===== config.mk =====
export PLATFORM = sky130hd
export DESIGN_NAME = dfm_monitor
export DESIGN_NICKNAME = d
export VERILOG_FILES = /design/src/common/dfm_pkg.sv /design/src/hdl/dfm_monitor.sv /design/src/hdl/dfm_sync.sv /design/src/hdl/dfm_blink.sv
export VERILOG_INCLUDE_DIRS = /design/src /design/src/common
export SDC_FILE = /design/constraint.sdc
export NUM_CORES = 1
export LEC_CHECK = 0
export BUFFER_PORTS_ARGS = -buffer_cell sky130_fd_sc_hd__clkbuf_2
export CORE_ASPECT_RATIO = 1.4
export CORE_UTILIZATION = 31
export DETAILED_ROUTE_END_ITERATION = 10
export HOLD_SLACK_MARGIN = 0.1
export PLACE_DENSITY_LB_ADDON = 0.3
export SYNTH_ARGS = -nofsm -noshare
export SYNTH_HDL_FRONTEND = slang
export SYNTH_SLANG_ARGS = --single-unit
export TNS_END_PERCENT = 1

===== constraint.sdc =====
create_clock -name clk -period 5.9 [get_ports clk]
set_input_delay 0.295 -clock clk [delete_from_list [all_inputs] [get_ports clk]]
set_output_delay 0.295 -clock clk [all_outputs]
set_load 0.01 [all_outputs]

===== src/common/dfm_params.svh =====
// constants of the drive fault monitor: bit positions, classes, codes, timing
`ifndef DFM_PARAMS_SVH
`define DFM_PARAMS_SVH

`define DFM_CLK_HZ 100000000
`define DFM_CMD_FAULT_RESET 16'h0008
`define DFM_BIT_UV1 0
`define DFM_BIT_UV2 1
`define DFM_BIT_OV 2
`define DFM_BIT_OVLD 5
`define DFM_BIT_TEMP 12
`define DFM_BIT_BLOCK 16
`define DFM_BIT_PROTO 21
`define DFM_BIT_GUARD 22
`define DFM_BIT_SAFE_LOW 25
`define DFM_BIT_SAFE_DIFF 26
`define DFM_BIT_HW 28
`define DFM_FLAGS_RESET 32'h0000_0000
`define DFM_MON_IDLE 12'h00c
`define DFM_CLASS_OVLD 3'h1
`define DFM_CLASS_PROTO 3'h1
`define DFM_ERR_UV1 16'h0100
`define DFM_ERR_UV2 16'h0101
`define DFM_ERR_OV 16'h0102
`define DFM_ERR_OVLD 16'h0105
`define DFM_ERR_TEMP 16'h010c
`define DFM_ERR_BLOCK 16'h0110
`define DFM_ERR_PROTO 16'h014d
`define DFM_ERR_GUARD 16'h014e
`define DFM_ERR_SAFE_LOW 16'h0119
`define DFM_ERR_SAFE_DIFF 16'h011a
`define DFM_ERR_HW 16'h0143
`define DFM_BLINK_CHK_HZ 6
`define DFM_BLINK_HW_HZ 10

`endif


===== src/common/dfm_pkg.sv =====
// types of the drive fault monitor
`default_nettype none
package dfm_pkg;
    typedef enum logic [2:0] {
        DFM_CL_WARN, DFM_CL_QSTOP, DFM_CL_QSTOP_OFF, DFM_CL_FATAL,
        DFM_CL_UNCTRL
    } dfm_class_t;
    typedef struct packed {
        logic uv1;
        logic uv2;
        logic ov;
        logic overload;
        logic overtemp;
        logic blocked;
        logic proto_err;
        logic guard_lost;
        logic safe_a;
        logic safe_b;
        logic hw_fault;
        logic checksum_bad;
    } dfm_mon_t;
    typedef struct packed {
        logic quick_stop;
        logic power_off;
        logic warning;
        logic locked;
    } dfm_resp_t;
endpackage
`default_nettype wire


===== src/hdl/dfm_monitor.sv =====
// drive fault monitor: sticky faults, class response, stop cause, led
`timescale 1ns/10ps
`default_nettype none
`include "dfm_params.svh"

// What this block does
// - A write of 8 to the drive control word requests a fault reset.
// - A class 0 fault only warns and movement goes on.
// - A class 1 fault quick-stops with power stage left enabled.
// - A class 2 fault quick-stops then disables power at standstill.
// - A class 3 fault disables power at once without decelerating.
// - A class 4 fault disables power at once and survives fault reset.
// - A bad firmware checksum flashes the led at 6 Hz as class 4.
// - Hardware faults flash at 10 Hz as class 4.
// - Fault bits stay set after the monitored condition goes away.
// - A fault reset clears the latched sticky fault bits unless class 4 is in force.
// - Bits 0, 1, 2 latch undervoltage 1, 2, overvoltage (class 2,3,3).
// - Bit 5 latches motor overload (class 1), bit 12 overtemperature (class 3).
// - Bit 16 latches a blocked drive as class 3.
// - Bit 21 latches a protocol error (class 1), bit 22 link loss as class 2.
// - Bit 25 both safe inputs low (class 3), bit 26 mismatch (class 4).
// - The error number of the latest interrupting fault not below the class in force is kept.
module dfm_monitor
    import dfm_pkg::*;
#(
    parameter int CLK_HZ = `DFM_CLK_HZ
) (
    input wire logic clk, // system clock
    input wire logic rst, // synchronous reset, power-on only
    input wire dfm_pkg::dfm_mon_t mon, // raw monitor levels
    input wire logic ctrl_wr, // drive control word write strobe
    input wire logic [15:0] ctrl_data, // drive control word value
    input wire logic standstill, // motor reached standstill
    output logic [31:0] sticky_fault_flags, // latched fault bits
    output logic [15:0] last_stop_cause, // last interrupting error number
    output dfm_pkg::dfm_class_t active_class, // class in force
    output dfm_pkg::dfm_resp_t resp, // response to motion/power stage
    output logic status_led // flashing status led
);
    import dfm_pkg::*;

    localparam logic [31:0] HALF_CHK = 32'(CLK_HZ / (2 * `DFM_BLINK_CHK_HZ));
    localparam logic [31:0] HALF_HW = 32'(CLK_HZ / (2 * `DFM_BLINK_HW_HZ));

    function automatic dfm_class_t max_class(input dfm_class_t a,
                                             input dfm_class_t b);
        max_class = (a > b) ? a : b;
    endfunction

    // =========================================================
    // input synchronisers
    // =========================================================
    dfm_mon_t mon_s;
    // safe inputs idle high: a zero reset value would fake a safe-low fault
    dfm_sync #(
        .WIDTH($bits(dfm_mon_t)),
        .RST_VAL(`DFM_MON_IDLE)
    ) u_sync (
        .clk(clk),
        .rst(rst),
        .d(mon),
        .q(mon_s)
    );

    // =========================================================
    // event decode
    // =========================================================
    logic [31:0] ev;
    logic safe_low;
    logic safe_diff;
    logic fault_reset;
    always_comb begin
        ev = '0;
        safe_low = !mon_s.safe_a && !mon_s.safe_b;
        safe_diff = mon_s.safe_a != mon_s.safe_b;
        ev[`DFM_BIT_UV1] = mon_s.uv1;
        ev[`DFM_BIT_UV2] = mon_s.uv2;
        ev[`DFM_BIT_OV] = mon_s.ov;
        ev[`DFM_BIT_OVLD] = mon_s.overload;
        ev[`DFM_BIT_TEMP] = mon_s.overtemp;
        ev[`DFM_BIT_BLOCK] = mon_s.blocked;
        ev[`DFM_BIT_PROTO] = mon_s.proto_err;
        ev[`DFM_BIT_GUARD] = mon_s.guard_lost;
        ev[`DFM_BIT_SAFE_LOW] = safe_low;
        ev[`DFM_BIT_SAFE_DIFF] = safe_diff;
        ev[`DFM_BIT_HW] = mon_s.hw_fault;
        fault_reset = ctrl_wr && (ctrl_data == `DFM_CMD_FAULT_RESET);
    end

    // class and error number of each event, highest class wins
    dfm_class_t ev_class;
    logic [15:0] ev_num;
    logic ev_any;
    always_comb begin
        ev_class = DFM_CL_WARN;
        ev_num = 16'h0000;
        ev_any = 1'b0;
        for (int i = 0; i < 32; i++) begin
            dfm_class_t c;
            logic [15:0] n;
            c = DFM_CL_WARN;
            n = 16'h0000;
            unique case (i)
                `DFM_BIT_UV1: begin
                    c = DFM_CL_QSTOP_OFF;
                    n = `DFM_ERR_UV1;
                end
                `DFM_BIT_UV2: begin
                    c = DFM_CL_FATAL;
                    n = `DFM_ERR_UV2;
                end
                `DFM_BIT_OV: begin
                    c = DFM_CL_FATAL;
                    n = `DFM_ERR_OV;
                end
                `DFM_BIT_OVLD: begin
                    c = dfm_class_t'(`DFM_CLASS_OVLD);
                    n = `DFM_ERR_OVLD;
                end
                `DFM_BIT_TEMP: begin
                    c = DFM_CL_FATAL;
                    n = `DFM_ERR_TEMP;
                end
                `DFM_BIT_BLOCK: begin
                    c = DFM_CL_FATAL;
                    n = `DFM_ERR_BLOCK;
                end
                `DFM_BIT_PROTO: begin
                    c = dfm_class_t'(`DFM_CLASS_PROTO);
                    n = `DFM_ERR_PROTO;
                end
                `DFM_BIT_GUARD: begin
                    c = DFM_CL_QSTOP_OFF;
                    n = `DFM_ERR_GUARD;
                end
                `DFM_BIT_SAFE_LOW: begin
                    c = DFM_CL_FATAL;
                    n = `DFM_ERR_SAFE_LOW;
                end
                `DFM_BIT_SAFE_DIFF: begin
                    c = DFM_CL_UNCTRL;
                    n = `DFM_ERR_SAFE_DIFF;
                end
                `DFM_BIT_HW: begin
                    c = DFM_CL_UNCTRL;
                    n = `DFM_ERR_HW;
                end
                default: begin
                    c = DFM_CL_WARN;
                    n = 16'h0000;
                end
            endcase
            if (ev[i] && (!ev_any || c > ev_class)) begin
                ev_class = c;
                ev_num = n;
                ev_any = 1'b1;
            end
        end
    end

    // =========================================================
    // fault state
    // =========================================================
    logic [31:0] flags_r;
    logic [31:0] flags_nxt;
    dfm_class_t cls_r;
    dfm_class_t cls_nxt;
    logic [15:0] cause_r;
    logic [15:0] cause_nxt;
    logic chk_r;
    logic chk_nxt;
    logic hw_r;
    logic hw_nxt;
    logic off_r;
    logic off_nxt;
    always_comb begin
        flags_nxt = flags_r;
        cls_nxt = cls_r;
        cause_nxt = cause_r;
        chk_nxt = chk_r || mon_s.checksum_bad;
        hw_nxt = hw_r || mon_s.hw_fault;
        off_nxt = off_r;
        if (fault_reset && cls_r != DFM_CL_UNCTRL) begin
            flags_nxt = `DFM_FLAGS_RESET;
            cls_nxt = DFM_CL_WARN;
            off_nxt = 1'b0;
        end
        flags_nxt = flags_nxt | ev;
        if (cls_r == DFM_CL_UNCTRL) begin
            flags_nxt = flags_r | ev;
        end
        if (ev_any) begin
            cls_nxt = max_class(cls_nxt, ev_class);
            if (ev_class != DFM_CL_WARN && ev_class >= cls_nxt) begin
                cause_nxt = ev_num;
            end
        end
        if (mon_s.checksum_bad) begin
            cls_nxt = DFM_CL_UNCTRL;
        end
        if (cls_nxt == DFM_CL_QSTOP_OFF && standstill) begin
            off_nxt = 1'b1;
        end
    end
    always_ff @(posedge clk) begin
        if (rst) begin
            flags_r <= `DFM_FLAGS_RESET;
            cls_r <= DFM_CL_WARN;
            cause_r <= 16'h0000;
            chk_r <= 1'b0;
            hw_r <= 1'b0;
            off_r <= 1'b0;
        end else begin
            flags_r <= flags_nxt;
            cls_r <= cls_nxt;
            cause_r <= cause_nxt;
            chk_r <= chk_nxt;
            hw_r <= hw_nxt;
            off_r <= off_nxt;
        end
    end

    // =========================================================
    // response outputs
    // =========================================================
    dfm_resp_t resp_r;
    dfm_resp_t resp_nxt;
    always_comb begin
        resp_nxt = '0;
        unique case (cls_r)
            DFM_CL_WARN: resp_nxt.warning = (flags_r != 32'h0);
            DFM_CL_QSTOP: resp_nxt.quick_stop = 1'b1;
            DFM_CL_QSTOP_OFF: begin
                resp_nxt.quick_stop = 1'b1;
                resp_nxt.power_off = off_r;
            end
            DFM_CL_FATAL: resp_nxt.power_off = 1'b1;
            DFM_CL_UNCTRL: begin
                resp_nxt.power_off = 1'b1;
                resp_nxt.locked = 1'b1;
            end
        endcase
    end
    always_ff @(posedge clk) begin
        if (rst) begin
            resp_r <= '0;
        end else begin
            resp_r <= resp_nxt;
        end
    end

    // =========================================================
    // status led
    // =========================================================
    logic [31:0] half_sel;
    assign half_sel = hw_r ? HALF_HW : HALF_CHK;
    dfm_blink #(.CLK_HZ(CLK_HZ)) u_blink (
        .clk(clk),
        .rst(rst),
        .en(chk_r || hw_r),
        .half_period(half_sel),
        .led(status_led)
    );

    assign sticky_fault_flags = flags_r;
    assign last_stop_cause = cause_r;
    assign active_class = cls_r;
    assign resp = resp_r;
endmodule
`default_nettype wire


===== src/hdl/dfm_sync.sv =====
// two-flop synchroniser for a bundle of monitor levels
`timescale 1ns/10ps
`default_nettype none
module dfm_sync #(
    parameter int WIDTH = 12,
    parameter logic [WIDTH-1:0] RST_VAL = '0
) (
    input wire logic clk, // system clock
    input wire logic rst, // synchronous reset
    input wire logic [WIDTH-1:0] d, // asynchronous levels
    output logic [WIDTH-1:0] q // synchronised levels
);
    logic [WIDTH-1:0] s1_r;
    logic [WIDTH-1:0] s2_r;
    always_ff @(posedge clk) begin
        if (rst) begin
            // reset to the idle levels so no false event follows reset
            s1_r <= RST_VAL;
            s2_r <= RST_VAL;
        end else begin
            s1_r <= d;
            s2_r <= s1_r;
        end
    end
    assign q = s2_r;
endmodule
`default_nettype wire


===== src/hdl/dfm_blink.sv =====
// status led flasher: toggles at twice the selected rate
`timescale 1ns/10ps
`default_nettype none
module dfm_blink #(
    parameter int CLK_HZ = 100000000
) (
    input wire logic clk, // system clock
    input wire logic rst, // synchronous reset
    input wire logic en, // flashing enabled
    input wire logic [31:0] half_period, // cycles per half period
    output logic led // led drive
);
    logic [31:0] cnt_r;
    logic [31:0] cnt_nxt;
    logic led_r;
    logic led_nxt;
    always_comb begin
        cnt_nxt = cnt_r;
        led_nxt = led_r;
        if (!en) begin
            cnt_nxt = '0;
            led_nxt = 1'b0;
        end else if (cnt_r + 32'h1 >= half_period) begin
            cnt_nxt = '0;
            led_nxt = !led_r;
        end else begin
            cnt_nxt = cnt_r + 32'h1;
        end
    end
    always_ff @(posedge clk) begin
        if (rst) begin
            cnt_r <= '0;
            led_r <= 1'b0;
        end else begin
            cnt_r <= cnt_nxt;
            led_r <= led_nxt;
        end
    end
    assign led = led_r;
endmodule
`default_nettype wire


==> metrics.cfg <==
[status]
status=completed

[placed_design]
placed_cells=699
gp_congestion=0.770
pre_cts_ws_ns=1.14
hpwl_um=7260
io_buffers=57

[finish]
post-route-util=0.373
fill_cells=1370
syn_to_final_growth_pct=16.3
diodes=0
drive_gt1_frac=0.168
fin_nets=584
instances_no_fill=715

[clock_tree]
cts_resized=0
clk_pin_slew_ns=0.07
hold_buffers=0
cts_max_level=3
clock-sinks=85
numCtsBuffers=9
cts_tree=yes
cts_max_path_buffers=2
clk_latency_ns=0.34
cts_setup_buffers=0
cts_root_buffer=clkbuf_16

[floorplan]
die_w_um=99.9
io_pins=88
core_um2=13000
core.rowCount=49
dieArea_um2=13900
initial_core_util=0.320
die_h_um=139

[synth]
synth_ff_type=dfxtp_1
async_reset_ff_frac=0
synth-edff-count=0
syn_inst=469
ys_seq_area_frac=0.409
syn_avg_cell_area_um2=8.88
ys_warn_count=0
syn_area_um2=4160
netlist-cell-type-count=56
synth-seq-cells=85

[critical_path]
critPathKind=register to register
slowest_delay_ns=0.73
required_ns=6.08
critPathArrivalTime_ns=4.61
path_cells=nor2_1 > nand2_1 > nand4_1 > or4_1 > and2_1 > ha_1 > nor2b_1 > o21ai_0 > a32oi_1 > nor2_1 > a31o_2 > ha_1 > nand2b_1 > a21oi_1 > nor2b_1 > o21ai_0 > buf_4 > mux2i_1 > nor2_1
cpMostUsedCell=nor2_1
rr_worst_depth=19
end_kind=register
crit_fanout=18
cpMaxStageDelayCell=or4_1
crit_path_start_kind=register

[sta]
finalClockSkew_ns=0.00972
fin_ws_ns=1.46
fmax_mhz=225
totalNegativeSetupSlack_ns=0
finalHoldViolations=0
period_needed_ns=4.44
slew_headroom=0.277
slew_violations=0
fin_hold_ws_ns=0.159
period_share=0.752
worstMarginPinSlew_ns=1.08
grt_setup_unrepaired=no
setup_viol=0

[pwr]
cellLeakagePower_nw=2.01
powerDensity_nw_per_um2=291
irDropWorstVdd_mv=0.195

[worst_hold_path]
min_path_cells=2
hold_class=input pin to register

[detailed_routing]
via_per_inst=4.83
first_pass_iters=4
route.detailed.drc=0
ant_nets=0
wl_um=9440
wl_per_cell_um=13.2
num_vias=3456
drt_iter0_drc=114

[global_routing]
grt_pass1_vias=3345
grt_usage=0.141
antenna_found_initial=0
grt_pass1_wl_um=15500
grt-ovfl-total=0
grt_start_max_net_pins=57

[flow_run]
maxCapViolCount=0

-- flip-flops by register name, indices dropped and copies added, names as in the netlist --
name	count
chk_r	1
sticky_fault_flags	11
u_blink.led	1
u_blink.cnt_r	32
hw_r	1
u_sync.q	12
resp	4
last_stop_cause	7
off_r	1
active_class	3
u_sync.s1_r	12
-- worst max-delay path, delay by kind of cell, from the launching register on --
family                   cells  cell delay, ns
buffers and inverters        1            0.20
multiplexers                 1            0.21
adder cells (fa/ha/maj)      2            0.55
AND/OR/NAND/NOR             10            1.79
flip-flops                   1            0.49
AO/OA/AOI/OAI                5            1.02
-- area by class of cell --
| class | count | area [um^2] | share of cell area |
|---|---|---|---|
| inverter | 15 | 56.3 | 0.0116 |
| clock buffer | 9 | 225 | 0.0465 |
| multi-input combinational | 363 | 2250 | 0.466 |
| clock inverter | 7 | 88.8 | 0.0183 |
| timing repair buffer | 58 | 293 | 0.0605 |
| tap | 178 | 223 | 0.0460 |
| sequential | 85 | 1700 | 0.351 |
-- cells in the mapped netlist, types with 3 or more instances --
library cell,instances,share of area
a211oi_1,4,0.0072
a21oi_1,30,0.036
a311oi_1,3,0.0063
a31oi_1,4,0.0060
and2_1,3,0.0045
and3_1,7,0.011
buf_4,30,0.054
clkbuf_1,11,0.0099
dfxtp_1,85,0.41
ha_1,20,0.060
inv_1,15,0.014
mux2i_1,3,0.0072
nand2_1,24,0.022
nand2b_1,6,0.0090
nand3_1,20,0.024
nand4_1,8,0.012
nor2_1,46,0.041
nor2b_1,33,0.050
nor3_1,6,0.0072
nor4_1,13,0.020
o21ai_0,14,0.017
o21ba_4,3,0.012
o31a_1,3,0.0063
o31ai_1,6,0.011
or2_2,6,0.0090
or3_1,6,0.0090
or4_1,4,0.0072
xnor2_1,9,0.019
xor2_1,10,0.021
-- per-layer routing --
metal / vias to the layer above / routed length, um / global-route usage
li1: 1732 / - / -
met1: 1632 / 3810 / 0.141
met2: 82 / 5100 / 0.272
met3: 10 / 382 / 0.0378
met4: 0 / 145 / 0.0542
met5: - / 0 / 0
-- cells in the final DEF (no fill, tap or decap), types with 4 or more instances in the layout --
cell type / count
dfxtp_1: 85
clkbuf_2: 57
nor2_1: 46
conb_1: 39
nor2b_1: 33
a21oi_1: 30
nand2_1: 24
nand3_1: 20
ha_1: 20
inv_1: 15
o21ai_0: 14
nor4_1: 13
xor2_1: 10
xnor2_1: 9
clkbuf_16: 9
nand4_1: 8
and3_1: 7
or3_1: 6
nor3_1: 6
or2_2: 6
nand2b_1: 6
o31ai_1: 6
a211oi_1: 4
a31oi_1: 4
or4_1: 4
inv_6: 4
-- worst paths after layout --
path	start	to	slack [ns]
worst max register to register	active_class[0]	last_stop_cause[6]	1.46
worst max-delay path	active_class[0]	last_stop_cause[6]	1.46
worst min-delay path	mon[3]	u_sync.s1_r[3]	0.16
worst min register to register	u_sync.s1_r[2]	u_sync.q[2]	0.41
-- metrics by stage --
stage               power (mW)  instance area, um^2
CTS                       1.43                 4840
global route              1.48                 4840
finish                    1.41                 4840
global placement         0.829                 4530
floorplan                0.783                 4310
detailed placement       0.837                 4530
-- logic make-up after synthesis --
group | Yosys count | share of synthesized area
buf+inv | 59 | 0.0839
other cells | 1 | 0.000901
compound gates | 87 | 0.145
xor+xnor | 19 | 0.0400
flops | 85 | 0.409
fa+ha+maj | 20 | 0.0601
simple gates | 195 | 0.255
mux | 3 | 0.00721
-- power by group --
group | switching [mW] | total (mW) | internal, mW | leakage [nW]
Combinational | 0.109 | 0.190 | 0.0809 | 1.16
Clock | 0.248 | 0.586 | 0.338 | 0.150
Sequential | 0.0266 | 0.633 | 0.606 | 0.697
(Power assumes the default switching activity.)
